===== src/fwsp_pkg.sv =====
package fwsp_pkg;
  // command addresses and codes, low byte of data only
  localparam logic [19:0] FWSP_ADDR_UNLOCK1 = 20'h05555;
  localparam logic [19:0] FWSP_ADDR_UNLOCK2 = 20'h02AAA;
  localparam logic [7:0] FWSP_CODE_UNLOCK1 = 8'hAA;
  localparam logic [7:0] FWSP_CODE_UNLOCK2 = 8'h55;
  localparam logic [7:0] FWSP_CODE_PROGRAM = 8'hA0;
  localparam logic [7:0] FWSP_CODE_ERASE_SETUP = 8'h80;
  localparam logic [7:0] FWSP_CODE_SECTOR = 8'h30;
  localparam logic [7:0] FWSP_CODE_BLOCK = 8'h50;
  localparam logic [7:0] FWSP_CODE_CHIP = 8'h10;
  localparam logic [7:0] FWSP_CODE_ID_ENTRY = 8'h90;
  localparam logic [7:0] FWSP_CODE_CFI_ENTRY = 8'h98;
  localparam logic [7:0] FWSP_CODE_EXIT = 8'hF0;
  // sector and block field positions
  localparam int FWSP_SECTOR_LSB = 11;
  localparam int FWSP_BLOCK_LSB = 15;
  // status bit positions
  localparam int FWSP_POLL_BIT = 7;
  localparam int FWSP_TOGGLE_BIT = 6;
  // identification word addresses
  localparam logic [19:0] FWSP_ADDR_MFR = 20'h00000;
  localparam logic [19:0] FWSP_ADDR_DEV = 20'h00001;
  // strobe timing: phases of a bus cycle
  localparam int FWSP_CLK_NS = 20;
  localparam int FWSP_GLITCH_NS = 5;
  // low pulse lasts at least glitch time, rounded up, min four
  localparam int FWSP_STROBE_CYC_RAW =
    (FWSP_GLITCH_NS + FWSP_CLK_NS - 1) / FWSP_CLK_NS;
  localparam int FWSP_STROBE_CYC =
    (FWSP_STROBE_CYC_RAW < 4) ? 4 : FWSP_STROBE_CYC_RAW;
  localparam logic [3:0] FWSP_PHASE_LAST = 4'(FWSP_STROBE_CYC - 1);
  // operation codes on the user port
  typedef enum logic [2:0] {
    FWSP_OP_READ, FWSP_OP_PROGRAM, FWSP_OP_SECTOR, FWSP_OP_BLOCK,
    FWSP_OP_CHIP, FWSP_OP_ID, FWSP_OP_CFI, FWSP_OP_EXIT
  } fwsp_op_e;
endpackage : fwsp_pkg


===== src/fwsp_bus_cycle.sv =====
`timescale 1ns/10ps
// one strobe cycle on the flash pins, write or read
module fwsp_bus_cycle
  import fwsp_pkg::*;
(
  // clock and reset
  input wire logic clk,
  input wire logic rst,
  // request
  input wire logic start,
  input wire logic wr,
  input wire logic [19:0] addr,
  input wire logic [15:0] wdata,
  output logic done,
  output logic [15:0] rdata,
  // pins
  output logic ce_n,
  output logic oe_n,
  output logic we_n,
  output logic [19:0] a,
  output logic [15:0] dq_o,
  output logic dq_oe,
  input wire logic [15:0] dq_i
);
  logic [3:0] ph_reg, ph_next; // phase counter
  logic busy_reg, busy_next; // cycle running
  logic wr_reg, wr_next;
  logic [15:0] rd_reg, rd_next;
  logic [15:0] s1_reg, s2_reg; // pin synchroniser

  // next-state of the strobe sequencer
  always_comb begin
    ph_next = ph_reg;
    busy_next = busy_reg;
    wr_next = wr_reg;
    rd_next = rd_reg;
    if (!busy_reg && start) begin
      busy_next = 1'b1;
      ph_next = 4'h0;
      wr_next = wr;
    end else if (busy_reg) begin
      ph_next = ph_reg + 4'h1;
      if (ph_reg == FWSP_PHASE_LAST + 4'h3) begin
        busy_next = 1'b0; // two sync stages then sample
        rd_next = s2_reg;
      end
    end
  end

  // registers; address held, data held through strobe rise
  always_ff @(posedge clk) begin
    if (rst) begin
      ph_reg <= 4'h0;
      busy_reg <= 1'b0;
      wr_reg <= 1'b0;
      rd_reg <= 16'h0000;
      ce_n <= 1'b1;
      oe_n <= 1'b1;
      we_n <= 1'b1;
      a <= 20'h00000;
      dq_o <= 16'h0000;
      dq_oe <= 1'b0;
      done <= 1'b0;
      s1_reg <= 16'h0000;
      s2_reg <= 16'h0000;
    end else begin
      ph_reg <= ph_next;
      busy_reg <= busy_next;
      wr_reg <= wr_next;
      rd_reg <= rd_next;
      s1_reg <= dq_i;
      s2_reg <= s1_reg;
      done <= busy_reg && !busy_next;
      if (!busy_reg && start) begin
        a <= addr; // address set on the same edge as the strobes fall
        dq_o <= wdata;
        dq_oe <= wr; // never drive while reading
        ce_n <= 1'b0; // select device
        oe_n <= wr; // output gate high for writes
        we_n <= !wr; // full width low pulse, no glitch
      end else if (busy_reg && ph_reg == FWSP_PHASE_LAST) begin
        we_n <= 1'b1; // data taken on this rise
      end else if (busy_reg && !busy_next) begin
        ce_n <= 1'b1;
        oe_n <= 1'b1;
        dq_oe <= 1'b0;
      end
    end
  end
  assign rdata = rd_reg;
endmodule : fwsp_bus_cycle


===== src/fwsp_host.sv =====
`timescale 1ns/10ps
// Functional notes
// - program needs three unlock cycles first
// - erase needs full six cycles
// - 98H at 5555H enters query mode
// - exit command leaves query mode
// - exit command leaves ID mode
// - address on fall, data on rise
// - last erase code picks erase kind
module fwsp_host
  import fwsp_pkg::*;
(
  // clock and reset
  input wire logic clk,
  input wire logic rst,
  // user command port
  input wire logic req,
  input wire logic [2:0] op,
  input wire logic [19:0] addr,
  input wire logic [15:0] wdata,
  input wire logic power_low,
  output logic ready,
  output logic done,
  output logic [15:0] rdata,
  // flash pins
  output logic ce_n,
  output logic oe_n,
  output logic we_n,
  output logic [19:0] a,
  output logic [15:0] dq_o,
  output logic dq_oe,
  input wire logic [15:0] dq_i
);
  typedef enum logic [2:0] {
    FWSP_IDLE, FWSP_CMD, FWSP_POLL1, FWSP_POLL2, FWSP_READ, FWSP_FIN
  } fwsp_state_e;
  fwsp_state_e st_reg, st_next; // main sequencer
  logic [2:0] step_reg, step_next; // command cycle index
  logic [2:0] nstep_reg, nstep_next; // cycles in this command
  logic [2:0] op_reg, op_next;
  logic [19:0] adr_reg, adr_next;
  logic [15:0] wd_reg, wd_next;
  logic [15:0] tog_reg, tog_next; // previous poll sample
  logic ready_next, done_next;
  logic [15:0] rdata_next;
  logic pl1_reg, pl2_reg; // power-low synchroniser
  logic cyc_start, cyc_wr, cyc_done;
  logic [19:0] cyc_addr;
  logic [15:0] cyc_wdata, cyc_rdata;

  fwsp_bus_cycle u_cycle (
    .clk(clk), .rst(rst), .start(cyc_start), .wr(cyc_wr),
    .addr(cyc_addr), .wdata(cyc_wdata), .done(cyc_done),
    .rdata(cyc_rdata), .ce_n(ce_n), .oe_n(oe_n), .we_n(we_n),
    .a(a), .dq_o(dq_o), .dq_oe(dq_oe), .dq_i(dq_i)
  );

  // number of write cycles per operation
  function automatic logic [2:0] fwsp_len(input logic [2:0] o);
    case (o)
      FWSP_OP_PROGRAM: fwsp_len = 3'd4; // three unlock + data
      FWSP_OP_SECTOR, FWSP_OP_BLOCK,
      FWSP_OP_CHIP: fwsp_len = 3'd6; // full erase sequence
      FWSP_OP_ID, FWSP_OP_CFI: fwsp_len = 3'd3;
      FWSP_OP_EXIT: fwsp_len = 3'd1;
      default: fwsp_len = 3'd0;
    endcase
  endfunction : fwsp_len

  // address and data of each command cycle, upper byte zero except the program data word
  always_comb begin
    cyc_addr = FWSP_ADDR_UNLOCK1;
    cyc_wdata = {8'h00, FWSP_CODE_UNLOCK1};
    case (step_reg)
      3'd0, 3'd3: begin
        cyc_addr = FWSP_ADDR_UNLOCK1;
        cyc_wdata = {8'h00, FWSP_CODE_UNLOCK1};
      end
      3'd1, 3'd4: begin
        cyc_addr = FWSP_ADDR_UNLOCK2;
        cyc_wdata = {8'h00, FWSP_CODE_UNLOCK2};
      end
      3'd2: begin
        cyc_addr = FWSP_ADDR_UNLOCK1;
        case (op_reg)
          FWSP_OP_PROGRAM: cyc_wdata = {8'h00, FWSP_CODE_PROGRAM};
          FWSP_OP_ID: cyc_wdata = {8'h00, FWSP_CODE_ID_ENTRY};
          FWSP_OP_CFI: cyc_wdata = {8'h00, FWSP_CODE_CFI_ENTRY};
          default: cyc_wdata = {8'h00, FWSP_CODE_ERASE_SETUP};
        endcase
      end
      default: ;
    endcase
    if (op_reg == FWSP_OP_EXIT) begin
      cyc_addr = FWSP_ADDR_UNLOCK1;
      cyc_wdata = {8'h00, FWSP_CODE_EXIT}; // leave ID/query
    end else if (step_reg == 3'd3 && op_reg == FWSP_OP_PROGRAM) begin
      cyc_addr = adr_reg;
      cyc_wdata = wd_reg;
    end else if (step_reg == 3'd5) begin
      case (op_reg)
        FWSP_OP_SECTOR: begin
          cyc_addr = {adr_reg[19:FWSP_SECTOR_LSB], 11'h000};
          cyc_wdata = {8'h00, FWSP_CODE_SECTOR};
        end
        FWSP_OP_BLOCK: begin
          cyc_addr = {adr_reg[19:FWSP_BLOCK_LSB], 15'h0000};
          cyc_wdata = {8'h00, FWSP_CODE_BLOCK};
        end
        default: begin
          cyc_addr = FWSP_ADDR_UNLOCK1;
          cyc_wdata = {8'h00, FWSP_CODE_CHIP};
        end
      endcase
    end
    if (st_reg == FWSP_POLL1 || st_reg == FWSP_POLL2) begin
      cyc_addr = adr_reg;
    end else if (st_reg == FWSP_READ) begin
      cyc_addr = adr_reg;
    end
  end

  // main sequencer next state
  always_comb begin
    st_next = st_reg;
    step_next = step_reg;
    nstep_next = nstep_reg;
    op_next = op_reg;
    adr_next = adr_reg;
    wd_next = wd_reg;
    tog_next = tog_reg;
    ready_next = 1'b0;
    done_next = 1'b0;
    rdata_next = rdata;
    cyc_start = 1'b0;
    cyc_wr = 1'b0;
    case (st_reg)
      FWSP_IDLE: begin
        ready_next = 1'b1;
        if (req) begin
          ready_next = 1'b0;
          op_next = op;
          adr_next = addr;
          wd_next = wdata;
          step_next = 3'd0;
          nstep_next = fwsp_len(op);
          if (op == FWSP_OP_READ) begin
            st_next = FWSP_READ; // array, ID or query word
          end else if (pl2_reg) begin
            st_next = FWSP_FIN; // refuse writes at power low
          end else begin
            st_next = FWSP_CMD; // sequence always sent whole
          end
        end
      end
      FWSP_CMD: begin
        cyc_start = 1'b1;
        cyc_wr = 1'b1;
        if (cyc_done) begin
          cyc_start = 1'b0;
          step_next = step_reg + 3'd1;
          if (step_reg + 3'd1 == nstep_reg) begin
            // status valid after last strobe rise
            if (op_reg == FWSP_OP_PROGRAM || op_reg == FWSP_OP_SECTOR ||
                op_reg == FWSP_OP_BLOCK || op_reg == FWSP_OP_CHIP) begin
              st_next = FWSP_POLL1;
            end else begin
              st_next = FWSP_FIN;
            end
          end
        end
      end
      FWSP_POLL1: begin
        cyc_start = 1'b1;
        if (cyc_done) begin
          cyc_start = 1'b0;
          tog_next = cyc_rdata;
          st_next = FWSP_POLL2;
        end
      end
      FWSP_POLL2: begin
        cyc_start = 1'b1;
        if (cyc_done) begin
          cyc_start = 1'b0;
          // stable toggle bit means done; else poll on
          if (cyc_rdata[FWSP_TOGGLE_BIT] == tog_reg[FWSP_TOGGLE_BIT]) begin
            rdata_next = cyc_rdata;
            st_next = FWSP_FIN;
          end else begin
            tog_next = cyc_rdata; // no command while busy
          end
        end
      end
      FWSP_READ: begin
        cyc_start = 1'b1;
        if (cyc_done) begin
          cyc_start = 1'b0;
          rdata_next = cyc_rdata;
          st_next = FWSP_FIN;
        end
      end
      FWSP_FIN: begin
        done_next = 1'b1;
        st_next = FWSP_IDLE;
      end
      default: st_next = FWSP_IDLE;
    endcase
  end

  // registers
  always_ff @(posedge clk) begin
    if (rst) begin
      st_reg <= FWSP_IDLE;
      step_reg <= 3'd0;
      nstep_reg <= 3'd0;
      op_reg <= 3'd0;
      adr_reg <= 20'h00000;
      wd_reg <= 16'h0000;
      tog_reg <= 16'h0000;
      ready <= 1'b0;
      done <= 1'b0;
      rdata <= 16'h0000;
      pl1_reg <= 1'b0;
      pl2_reg <= 1'b0;
    end else begin
      st_reg <= st_next;
      step_reg <= step_next;
      nstep_reg <= nstep_next;
      op_reg <= op_next;
      adr_reg <= adr_next;
      wd_reg <= wd_next;
      tog_reg <= tog_next;
      ready <= ready_next;
      done <= done_next;
      rdata <= rdata_next;
      pl1_reg <= power_low;
      pl2_reg <= pl1_reg;
    end
  end
endmodule : fwsp_host


===== config.mk =====
export PLATFORM = sky130hd
export DESIGN_NAME = fwsp_host
export DESIGN_NICKNAME = d
export VERILOG_FILES = /design/src/fwsp_pkg.sv /design/src/fwsp_bus_cycle.sv /design/src/fwsp_host.sv
export SDC_FILE = /design/constraint.sdc
export NUM_CORES = 1
export LEC_CHECK = 0
export ABC_AREA = 0
export BUFFER_PORTS_ARGS = -buffer_cell sky130_fd_sc_hd__buf_2
export CAP_MARGIN = 20
export CORE_AREA = 3 3 108 110
export CTS_CLUSTER_SIZE = 24
export DETAILED_ROUTE_END_ITERATION = 10
export DIE_AREA = 0 0 111 113
export PLACE_DENSITY = 0.93
export SYNTH_ARGS = -nofsm -noshare
export SYNTH_HDL_FRONTEND = slang
export SYNTH_HIERARCHICAL = 1
export SYNTH_SLANG_ARGS = --single-unit

===== constraint.sdc =====
create_clock -name clk -period 6 [get_ports clk]
set_clock_uncertainty 0.05 [all_clocks]
set_input_delay 0 -clock clk [delete_from_list [all_inputs] [get_ports clk]]
set_output_delay 0 -clock clk [all_outputs]
set_load 0.01 [all_outputs]

Word-level counts from Yosys, hierarchy flattened

Cells that the tools add are included.

$add $sub $neg: 2
$mul: 0
Div/mod/pow operators: 0
Order comparisons: 0
Eq/ne operators: 37
Shift operators: 0
Muxes and demuxes: 52
Bitwise logic cells: 2
Reduce and logical (&&, ||, !) cells: 31

Operator list:

| cell                 | count |
|---|---|
| $mux W20             | 5 |
| $mux W16             | 6 |
| $pmux W20 S2         | 1 |
| $eq A3 B3 Y1 const B | 12 |
| $mux W3              | 12 |
| $pmux W16 S2         | 1 |
| $pmux W7 S2          | 2 |
| $eq A3 B2 Y1 const B | 8 |
| $pmux W6 S3          | 1 |
| $mux W1              | 17 |
| $pmux W8 S2          | 1 |
| $mux W15             | 1 |
| $pmux W3 S5          | 1 |
| $mux W7              | 2 |
| $eq A3 B1 Y1 const B | 4 |
| $ne A2 B1 Y1 const B | 6 |
| $pmux W3 S4          | 1 |
| $reduce_bool A2 Y1   | 5 |
| $reduce_and A4 Y1    | 2 |
| $reduce_or A2 Y1     | 4 |
| $reduce_and A7 Y1    | 1 |
| $logic_not A3 Y1     | 2 |
| $ne A2 B2 Y1 const B | 3 |
| $pmux W3 S2          | 1 |
| 14 further kinds     | 25 |

Register bits: 169
Latch bits: 0
Memory bits (writable): 0
Memory bits (read-only): 0
Bits of input ports: 59
Output and inout bits: 58
Word-level logic and storage cells: 148
Memories: 0

Depth between registers and ports, before layout

Gate-level depths: netlist of the first run.

Depth after elaboration: 10
Depth in mapped cells: 9
Depth with buffers taken out: 9

Hierarchy

The synthesis of the first run kept the hierarchy.

Modules (own cells, without submodules):

| module         | instances | cells an instance | area each (µm²) | sequential area each (µm²) |
|---|---|---|---|---|
| fwsp_host      | 1         | 400               | 3,180.6         | 1,381.3 |
| fwsp_bus_cycle | 1         | 338               | 3,130.5         | 1,881.8 |

Worst setup path after synthesis of the first run

Ideal clock, no wire load.

Path kind: register to register
Start: register st_reg[1]
End: register u_cycle.ce_n
Library setup time: 0.120 ns
Data arrival time: 1.902 ns
Data required time: 5.830 ns
Slack: 3.928 ns
Stages on the path, launching flop included: 8
Buffers on the path: 2
Clock period less this slack: 2.072 ns
Path through: dfxtp_1 clkbuf_1 nor3b_1 inv_1 a21oi_1 nand2b_1 buf_2 a211o_2

Longest elaborated chain between the ends: 9
Elaborated cells between the ends (all ways): 14
Classes of those cells: eq/ne: 5; mux: 3; reduce/logical: 6

Ends and longest elaborated chain:

| element                               | RTL line                                   | RTL |
|---|---|---|
| start: declaration                    | fwsp_host.sv:37                            | `fwsp_state_e st_reg, st_next;` |
| start signal: assignment              | fwsp_host.sv:226                           | `st_reg <= st_next;` |
| $eq A3 B2 Y1 (tied with other cells)  | fwsp_host.sv:137                           | `case (st_reg)` |
| $reduce_or A4 Y1 (no source line) (*) | -                                          |  |
| $mux W1 (*)                           | -                                          |  |
| net cyc_start                         | fwsp_host.sv:47                            | `logic cyc_start, cyc_wr, cyc_done;` |
| $logic_and A1 B1 Y1 (*)               | fwsp_bus_cycle.sv:37, fwsp_bus_cycle.sv:74 |  |
| $mux W1                               | fwsp_bus_cycle.sv:37                       | `if (!busy_reg && start) begin` |
| $logic_not A1 Y1                      | fwsp_bus_cycle.sv:83                       | `end else if (busy_reg && !busy_next) begin` |
| $logic_and A1 B1 Y1                   | fwsp_bus_cycle.sv:83                       |  |
| $reduce_bool A2 Y1 (no source line)   | -                                          |  |
| $reduce_and A2 Y1 (no source line)    | -                                          |  |
| end signal: assignment                | fwsp_bus_cycle.sv:57                       | `ce_n <= 1'b1;` |
| end signal: assignment                | fwsp_bus_cycle.sv:78                       | `ce_n <= 1'b0;` |
| end signal: assignment                | fwsp_bus_cycle.sv:84                       | `ce_n <= 1'b1;` |
| end: declaration                      | fwsp_bus_cycle.sv:17                       | `output logic ce_n,` |

Mark *: on every way through the listed nets, which the timed path passes. The rest lies on a longest branch.
A chain may end at the register's enable or synchronous reset.

Worst setup path in the final report of the first run

Start: register step_reg[0]
End: register u_cycle.a[11]

Longest elaborated chain between the ends: 8
Elaborated cells between the ends (all ways): 12
Classes of those cells: eq/ne: 4; mux: 6; reduce/logical: 2

Ends and longest elaborated chain:

| element                                      | RTL line             | RTL |
|---|---|---|
| start: declaration                           | fwsp_host.sv:38      | `logic [2:0] step_reg, step_next;` |
| start signal: assignment                     | fwsp_host.sv:227     | `step_reg <= step_next;` |
| $eq A3 B1 Y1 or $eq A3 B3 Y1 (tied branches) | fwsp_host.sv:74      | `case (step_reg)` |
| $reduce_or A2 Y1                             | fwsp_host.sv:74      |  |
| $mux W15                                     | fwsp_host.sv:74      |  |
| $mux W20                                     | fwsp_host.sv:100     | `end else if (step_reg == 3'd5) begin` |
| $mux W20 (*)                                 | fwsp_host.sv:97      | `end else if (step_reg == 3'd3 && op_reg == FWSP_OP_PROGRAM) begin` |
| $mux W20 (*)                                 | fwsp_host.sv:94      | `if (op_reg == FWSP_OP_EXIT) begin` |
| $mux W20 (*)                                 | fwsp_host.sv:118     | `end else if (st_reg == FWSP_READ) begin` |
| $mux W20 (*)                                 | fwsp_host.sv:116     | `if (st_reg == FWSP_POLL1 \|\| st_reg == FWSP_POLL2) begin` |
| net cyc_addr[11]                             | fwsp_host.sv:48      | `logic [19:0] cyc_addr;` |
| end signal: assignment                       | fwsp_bus_cycle.sv:75 | `a <= addr;` |
| end: declaration                             | fwsp_bus_cycle.sv:20 | `output logic [19:0] a,` |

Marked as above.

==> results of run 1 <==
-- metrics by stage --
stage	cell area, um2	setup WS, ps	std cells	hold WS, ps
floorplan	6310	3930	738	27.9
global placement	6860	3510	951	160
detailed placement	6860	3410	951	162
CTS	8350	3390	1069	147
global route	8360	2780	1070	177
finish	8360	2860	1070	166
-- final timing paths --
kind              depth (start not counted)           endpoint  slack, ps
setup / recovery                          8      u_cycle/a[11]       2860
hold / removal                            3  u_cycle/s1_reg[2]        170
setup reg to reg                          8      u_cycle/a[11]       2860
hold reg to reg                           2  u_cycle/rdata[13]        390
-- power groups by stage --
| stage | Clock (mW) | Combinational, mW | Sequential [mW] |
|---|---|---|---|
| 5_1_grt | 1.21 | 1.05 | 1.36 |
| 6_report | 1.16 | 0.987 | 1.34 |
| 3_3_place_gp | 0 | 0.779 | 1.34 |
| 4_1_cts | 1.14 | 0.899 | 1.33 |
| 2_1_floorplan | 0 | 0.621 | 1.32 |
| 3_5_place_dp | 0 | 0.801 | 1.34 |
-- tightest hold or removal path, delay by kind of cell --
| kind | cells | cell delay, ps |
|---|---|---|
| buffers and inverters | 2 | 610 |
| and+or+nand+nor | 1 | 100 |
-- layer usage --
| metal | vias up | share of wire (%) | GRT usage (%) |
|---|---|---|---|
| met3 | 158 | 9.8 | 8.93 |
| met1 | 2865 | 37 | 36.6 |
| met4 | 0 | 6.8 | 19.8 |
| li1 | 2786 | - | - |
| met5 | - | 0 | 0 |
| met2 | 486 | 46 | 51.1 |
-- synthesized netlist by cell type, types with 4 or more instances --
| cell type | instances | share of area (%) |
|---|---|---|
| nand2_1 | 197 | 12 |
| dfxtp_1 | 163 | 52 |
| a21oi_1 | 102 | 8.1 |
| nor2b_1 | 43 | 4.3 |
| nor2_1 | 40 | 2.4 |
| clkbuf_1 | 24 | 1.4 |
| mux2i_1 | 18 | 2.9 |
| buf_2 | 14 | 1.1 |
| a21o_1 | 9 | 1.1 |
| a21oi_2 | 9 | 1.2 |
| and2_1 | 9 | 0.89 |
| inv_1 | 8 | 0.48 |
| o21ai_0 | 8 | 0.63 |
| ha_1 | 7 | 1.4 |
| nand3_1 | 7 | 0.56 |
| o21a_1 | 7 | 0.83 |
| buf_4 | 6 | 0.71 |
| nor3b_1 | 6 | 0.71 |
| or3_1 | 6 | 0.59 |
| nor3_1 | 4 | 0.32 |
| xor2_1 | 4 | 0.56 |
-- repair_timing --
| item | in CTS | in global routing |
|---|---|---|
| resized for setup | 0 | 0 |
| hold buffers | 86 | 0 |
| endpoints found under the hold margin | 87 | 0 |
-- cell families (layout without fill, tap and decap cells) --
| kind of cell | count (synthesis) | in the layout | share of synthesized area, % |
|---|---|---|---|
| other | 0 | 1 | 0 |
| adders and majority gates | 7 | 7 | 1.39 |
| buffers and inverters | 56 | 247 | 4.46 |
| muxes | 19 | 19 | 3.03 |
| AOI/OAI and AO/OA | 152 | 152 | 14.1 |
| and+or+nand+nor | 334 | 334 | 24.3 |
| DFF | 163 | 163 | 51.7 |
| xor gates and xnor gates | 7 | 7 | 0.971 |
-- cell type report --
class                      instances  area, um2
antenna                            1       2.50
clock buffer                      18        428
clock inverter                    14        200
fill                             577       2440
inverter                           8       30.0
multi-input combinational        519       2780
sequential                       163       3260
tap                              140        175
timing repair buffer             207       1480
==> summary.md, run 1 <==
| Metric | Value |
|---|---|
| Crit path max-delay family | `compound AO/OA/AOI/OAI gates` |
| WP data arrival | `3470 ps` |
| Clock root cell | `clkbuf_8` |
| GRT Overall Usage | `31.4%` |
| Sw power | `1.23 mW` |
| Max Clk Rate | `0.318 GHz` |
| Buf+Inv Stages, Crit Path | `0` |
| Largest net degree at the start of global routing | `90` |
| Worst-Skew Late Latency | `530 ps` |
| Final core occ | `77.4%` |
| Final #Nets | `982` |
| Flops & latches, synth | `163` |
| CP cell instances | `ha_1 -> ha_1 -> nand3_1 -> a21oi_1 -> nand2b_1 -> o22a_1 -> nand2_1 -> a21oi_1` |
| Critical-path top delay cell | `a21oi_1` |
| Syn_nets | `804` |
| Vias per cell | `roughly 5.9` |
| Ys async rst share | `0%` |
| Hold crit path type | `primary input to flip-flop` |
| Final cycle utilization of the critical path | `about 52%` |
| Crit Path Class | `flip-flop to flip-flop` |
| Clock Sinks | `163` |
| Overflow after GRT | `0` |
| Number of synthesized flops with an enable pin | `0` |
| Worst reg2reg startpoint | `step_reg[0]` |
| Cell internal pwr | `2.26 mW` |
| First-pass GRT wire length | `roughly 31000 um` |
| Setup Buffers After CTS | `0` |
| DR pass1 iterations | `7` |
| Port bufs | `116` |
| Vias after detailed routing | `6295` |
| Synth cell types | `51` |
| CTS tree | `built` |
| Commonest non-fill, non-tap cell in the layout | `nand2_1` |
| Leakage power | `between 3 and 4 nW` |
| # IOs | `around 120` |
| Setup TNS | `0 ps` |
| Initial antenna violation count | `1` |
| Synth warn | `6` |
| Layout area overhead | `32.4%` |
| RD Place Congestion | `0.856` |
| Hold Crit Start | `dq_i[2]` |
| Total length of routed wires | `20000 um` |
| Rows | `38` |
| Logic gate share of total power | `between 20% and 30%` |
| Reg clk slew, reported paths | `70 ps` |
| Peak supply drop | `282 uV` |
| Sw Share | `35.2%` |
| Worst-path fanout max | `14` |
| Max_slew headroom | `28.1%` |
| Worst setup EP type | `flip-flop` |
| Die ar. | `12500 um2` |
| CP required | `6320 ps` |
| RSZ-0062 raised after global routing | `false` |
| Worst stage delay on the critical path | `500 ps` |
| Seq/Total Area, Yosys | `51.7%` |
| Synth Instances | `738` |
| Final Slew Violations | `0` |
| Core Box Area | `10800 um2` |
| Crit path launch type | `flip-flop` |
| Final hold vios | `0` |
| Layout cells sized above 1 | `18.5%` |
| Clock network power share | `between 30% and 40%` |
| Die Width | `about 110 um` |
| Worst-case clock buffer depth | `2` |
| Htree depth | `4` |
| Total chip power | `3.49 mW` |
| Pwr/cell area | `418 nW/um2` |
| Min Clock Period, post-route | `around 3100 ps` |
| Status | `complete, no violations` |
| Detailed placement HPWL | `9010 um` |
| Max Cap Violations | `0` |
| Syn_area_per_cell | `between 8 and 9 um2` |
| Mapped Area | `roughly 6300 um2` |
| Ys flop type | `dfxtp_1` |
| Finish-stage setup viols | `0` |
| Post-route ant nets | `0` |
| Most frequent cells in the layout | `nand2_1 (197), dfxtp_1 (163), buf_2 (115)` |
| Avg WL per Cell | `~19 um` |
| Initial DRC Count | `657` |
| Vias in the first global route | `slightly above 6000` |
| Reg power frac | `38.5%` |
| Worst-Margin Slew | `1070 ps` |
| DRC | `0` |
| CTS buffer count | `17` |
| Critical path launch point | `step_reg[0]` |
| Vert. Die Dim | `113 um` |
| Initial Utilization | `58.5%` |
Note: power is estimated with default switching activity, not from simulation.
==> run 2, diff against run 1 <==
CORE_AREA = 3 3 112 114   (was 3 3 108 110)
DIE_AREA = 0 0 115 117   (was 0 0 111 113)
PLACE_DENSITY = 0.87   (was 0.93)
clock period = 3 ns   (was 6 ns; I/O delays follow)
==> run 2 against run 1 <==
Critical path depth unchanged. Largest cell class unchanged. Hold slack got worse by 73 ps. Sequential share of layout area increased by 1.4 points. Sequential power increased by 99%. Clock-buffer cell count decreased by 1. Largest power group unchanged. Cell area decreased by 3.4%. First-iteration DRC count decreased by 19%. Critical endpoint unchanged. Highest routed layer unchanged. Sequential cell count unchanged.
==> summary.md, run 2 (synthesis results as in run 1) <==
| Metric | Value |
|---|---|
| Status | `complete, no violations` |
| Worst setup EP type | `flip-flop` |
| Cts repair resizes | `0` |
| GRT Overall Usage | `25.4%` |
| Worst-Margin Slew | `851 ps` |
| Antenna fix cells | `0` |
| Worst-case clock buffer depth | `2` |
| Pwr/cell area | `about 800 nW/um2` |
| Reg clk slew, reported paths | `70 ps` |
| Initial Utilization | `54.8%` |
| Initial antenna violation count | `0` |
| RSZ-0062 raised after global routing | `false` |
| Port bufs | `116` |
| DR pass1 iterations | `5` |
| Initial DRC Count | `532` |
| Vias after detailed routing | `5710` |
| # IOs | `117` |
| Clock Sinks | `163` |
| Total length of routed wires | `16600 um` |
| Final hold vios | `0` |
| Hold crit path type | `primary input to flip-flop` |
| First-pass GRT wire length | `26800 um` |
| Max_slew headroom | `around 43%` |
| Worst-Skew Late Latency | `430 ps` |
| CP required | `3310 ps` |
| RD Place Congestion | `roughly 0.83` |
| Final Slew Violations | `0` |
| Most frequent cells in the layout | `nand2_1 (197), dfxtp_1 (163), buf_2 (115)` |
| Max Cap Violations | `0` |
| Vias per cell | `between 5 and 6` |
| Worst-path fanout max | `14` |
| Hold_buf cts | `57` |
| Layout cells sized above 1 | `19.6%` |
| Final setup margin | `463 ps` |
| Detailed placement HPWL | `9440 um` |
| Peak supply drop | `around 520 uV` |
| Setup Buffers After CTS | `0` |
| Setup TNS | `0 ps` |
| Final cycle utilization of the critical path | `84.6%` |
| Layout area overhead | `27.9%` |
| Rows | `39` |
| Commonest non-fill, non-tap cell in the layout | `nand2_1` |
| CTS buffer count | `17` |
| DRC | `0` |
| Min Clock Period, post-route | `between 2000 and 3000 ps` |
| Crit Path Class | `flip-flop to flip-flop` |
| Min Hold Slack | `93.5 ps` |
| Clock root cell | `clkbuf_16` |
| Core Box Area | `11500 um2` |
| Placement Setup Slack | `626 ps` |
| WP data arrival | `2850 ps` |
| Die Width | `about 120 um` |
| Crit path launch type | `flip-flop` |
| Vias in the first global route | `5523` |
| Largest net degree at the start of global routing | `81` |
| Vert. Die Dim | `roughly 120 um` |
| Final #Nets | `959` |
| Final core occ | `70.1%` |
| Die ar. | `approximately 13000 um2` |
| Finish-stage setup viols | `0` |
| Htree depth | `4` |
| Post-route ant nets | `0` |
| Max Clk Rate | `0.394 GHz` |
| Total chip power | `6.57 mW` |
| CTS tree | `built` |
| Overflow after GRT | `0` |
| Avg WL per Cell | `15.8 um` |
| Leakage power | `3.36 nW` |
==> run 2: cell types whose count changed in the layout (fill, tap and decap cells not counted) <==
cell,previous run,this run
inv_8,0,3
clkinv_4,2,1
clkinvlp_4,3,6
diode_2,1,0
clkbuf_16,16,17
dlygate4sd3_1,86,57
inv_6,4,3
clkbuf_8,2,0
buf_12,0,1
buf_4,6,11
bufinv_16,4,1
==> run 2: final timing paths <==
kind | start | to | slack (ps) | cells after the start
max | step_reg[0] | u_cycle/a[11] | 460 | 8
max reg2reg | step_reg[0] | u_cycle/a[11] | 460 | 8
min | rst | u_cycle/s1_reg[15] | 90 | 2
min reg2reg | u_cycle/s2_reg[6] | u_cycle/rdata[6] | 390 | 2
==> run 2: per-stage QoR <==
step	instance area [um2]	std cells
floorplan	6310	738
global placement	6930	960
detailed placement	6930	960
CTS	8070	1049
global route	8070	1049
finish	8070	1049
==> run 2: power by group <==
part	internal, mW	switching [mW]
registers	2.44	0.228
clock network	1.16	0.942
logic	0.655	1.15
==> run 2: per-layer routing <==
metal	wire, um	track usage (%)	share of wire, %
met3	1170	7.30	7.0
met1	6820	31.1	41
met5	0	0	0
met4	443	10.8	2.7
met2	8170	42.1	49
==> run 2: area by class of cell <==
| cell class | instances | area, um2 |
|---|---|---|
| Clock buffer | 17 | 425 |
| Fill cell | 805 | 3450 |
| Timing Repair Buffer | 184 | 1250 |
| Sequential cell | 163 | 3260 |
| Inverter | 8 | 30.0 |
| Clock inverter | 15 | 149 |
| Tap cell | 143 | 179 |
| Multi-Input combinational cell | 519 | 2780 |
==> run 2: critical path, cell delays in order, from the launching register on <==
cell and delay [ps]:
dfxtp_1 440, ha_1 190, ha_1 170, nand3_1 390, a21oi_1 460, nand2b_1 380
o22a_1 210, nand2_1 60, a21oi_1 130
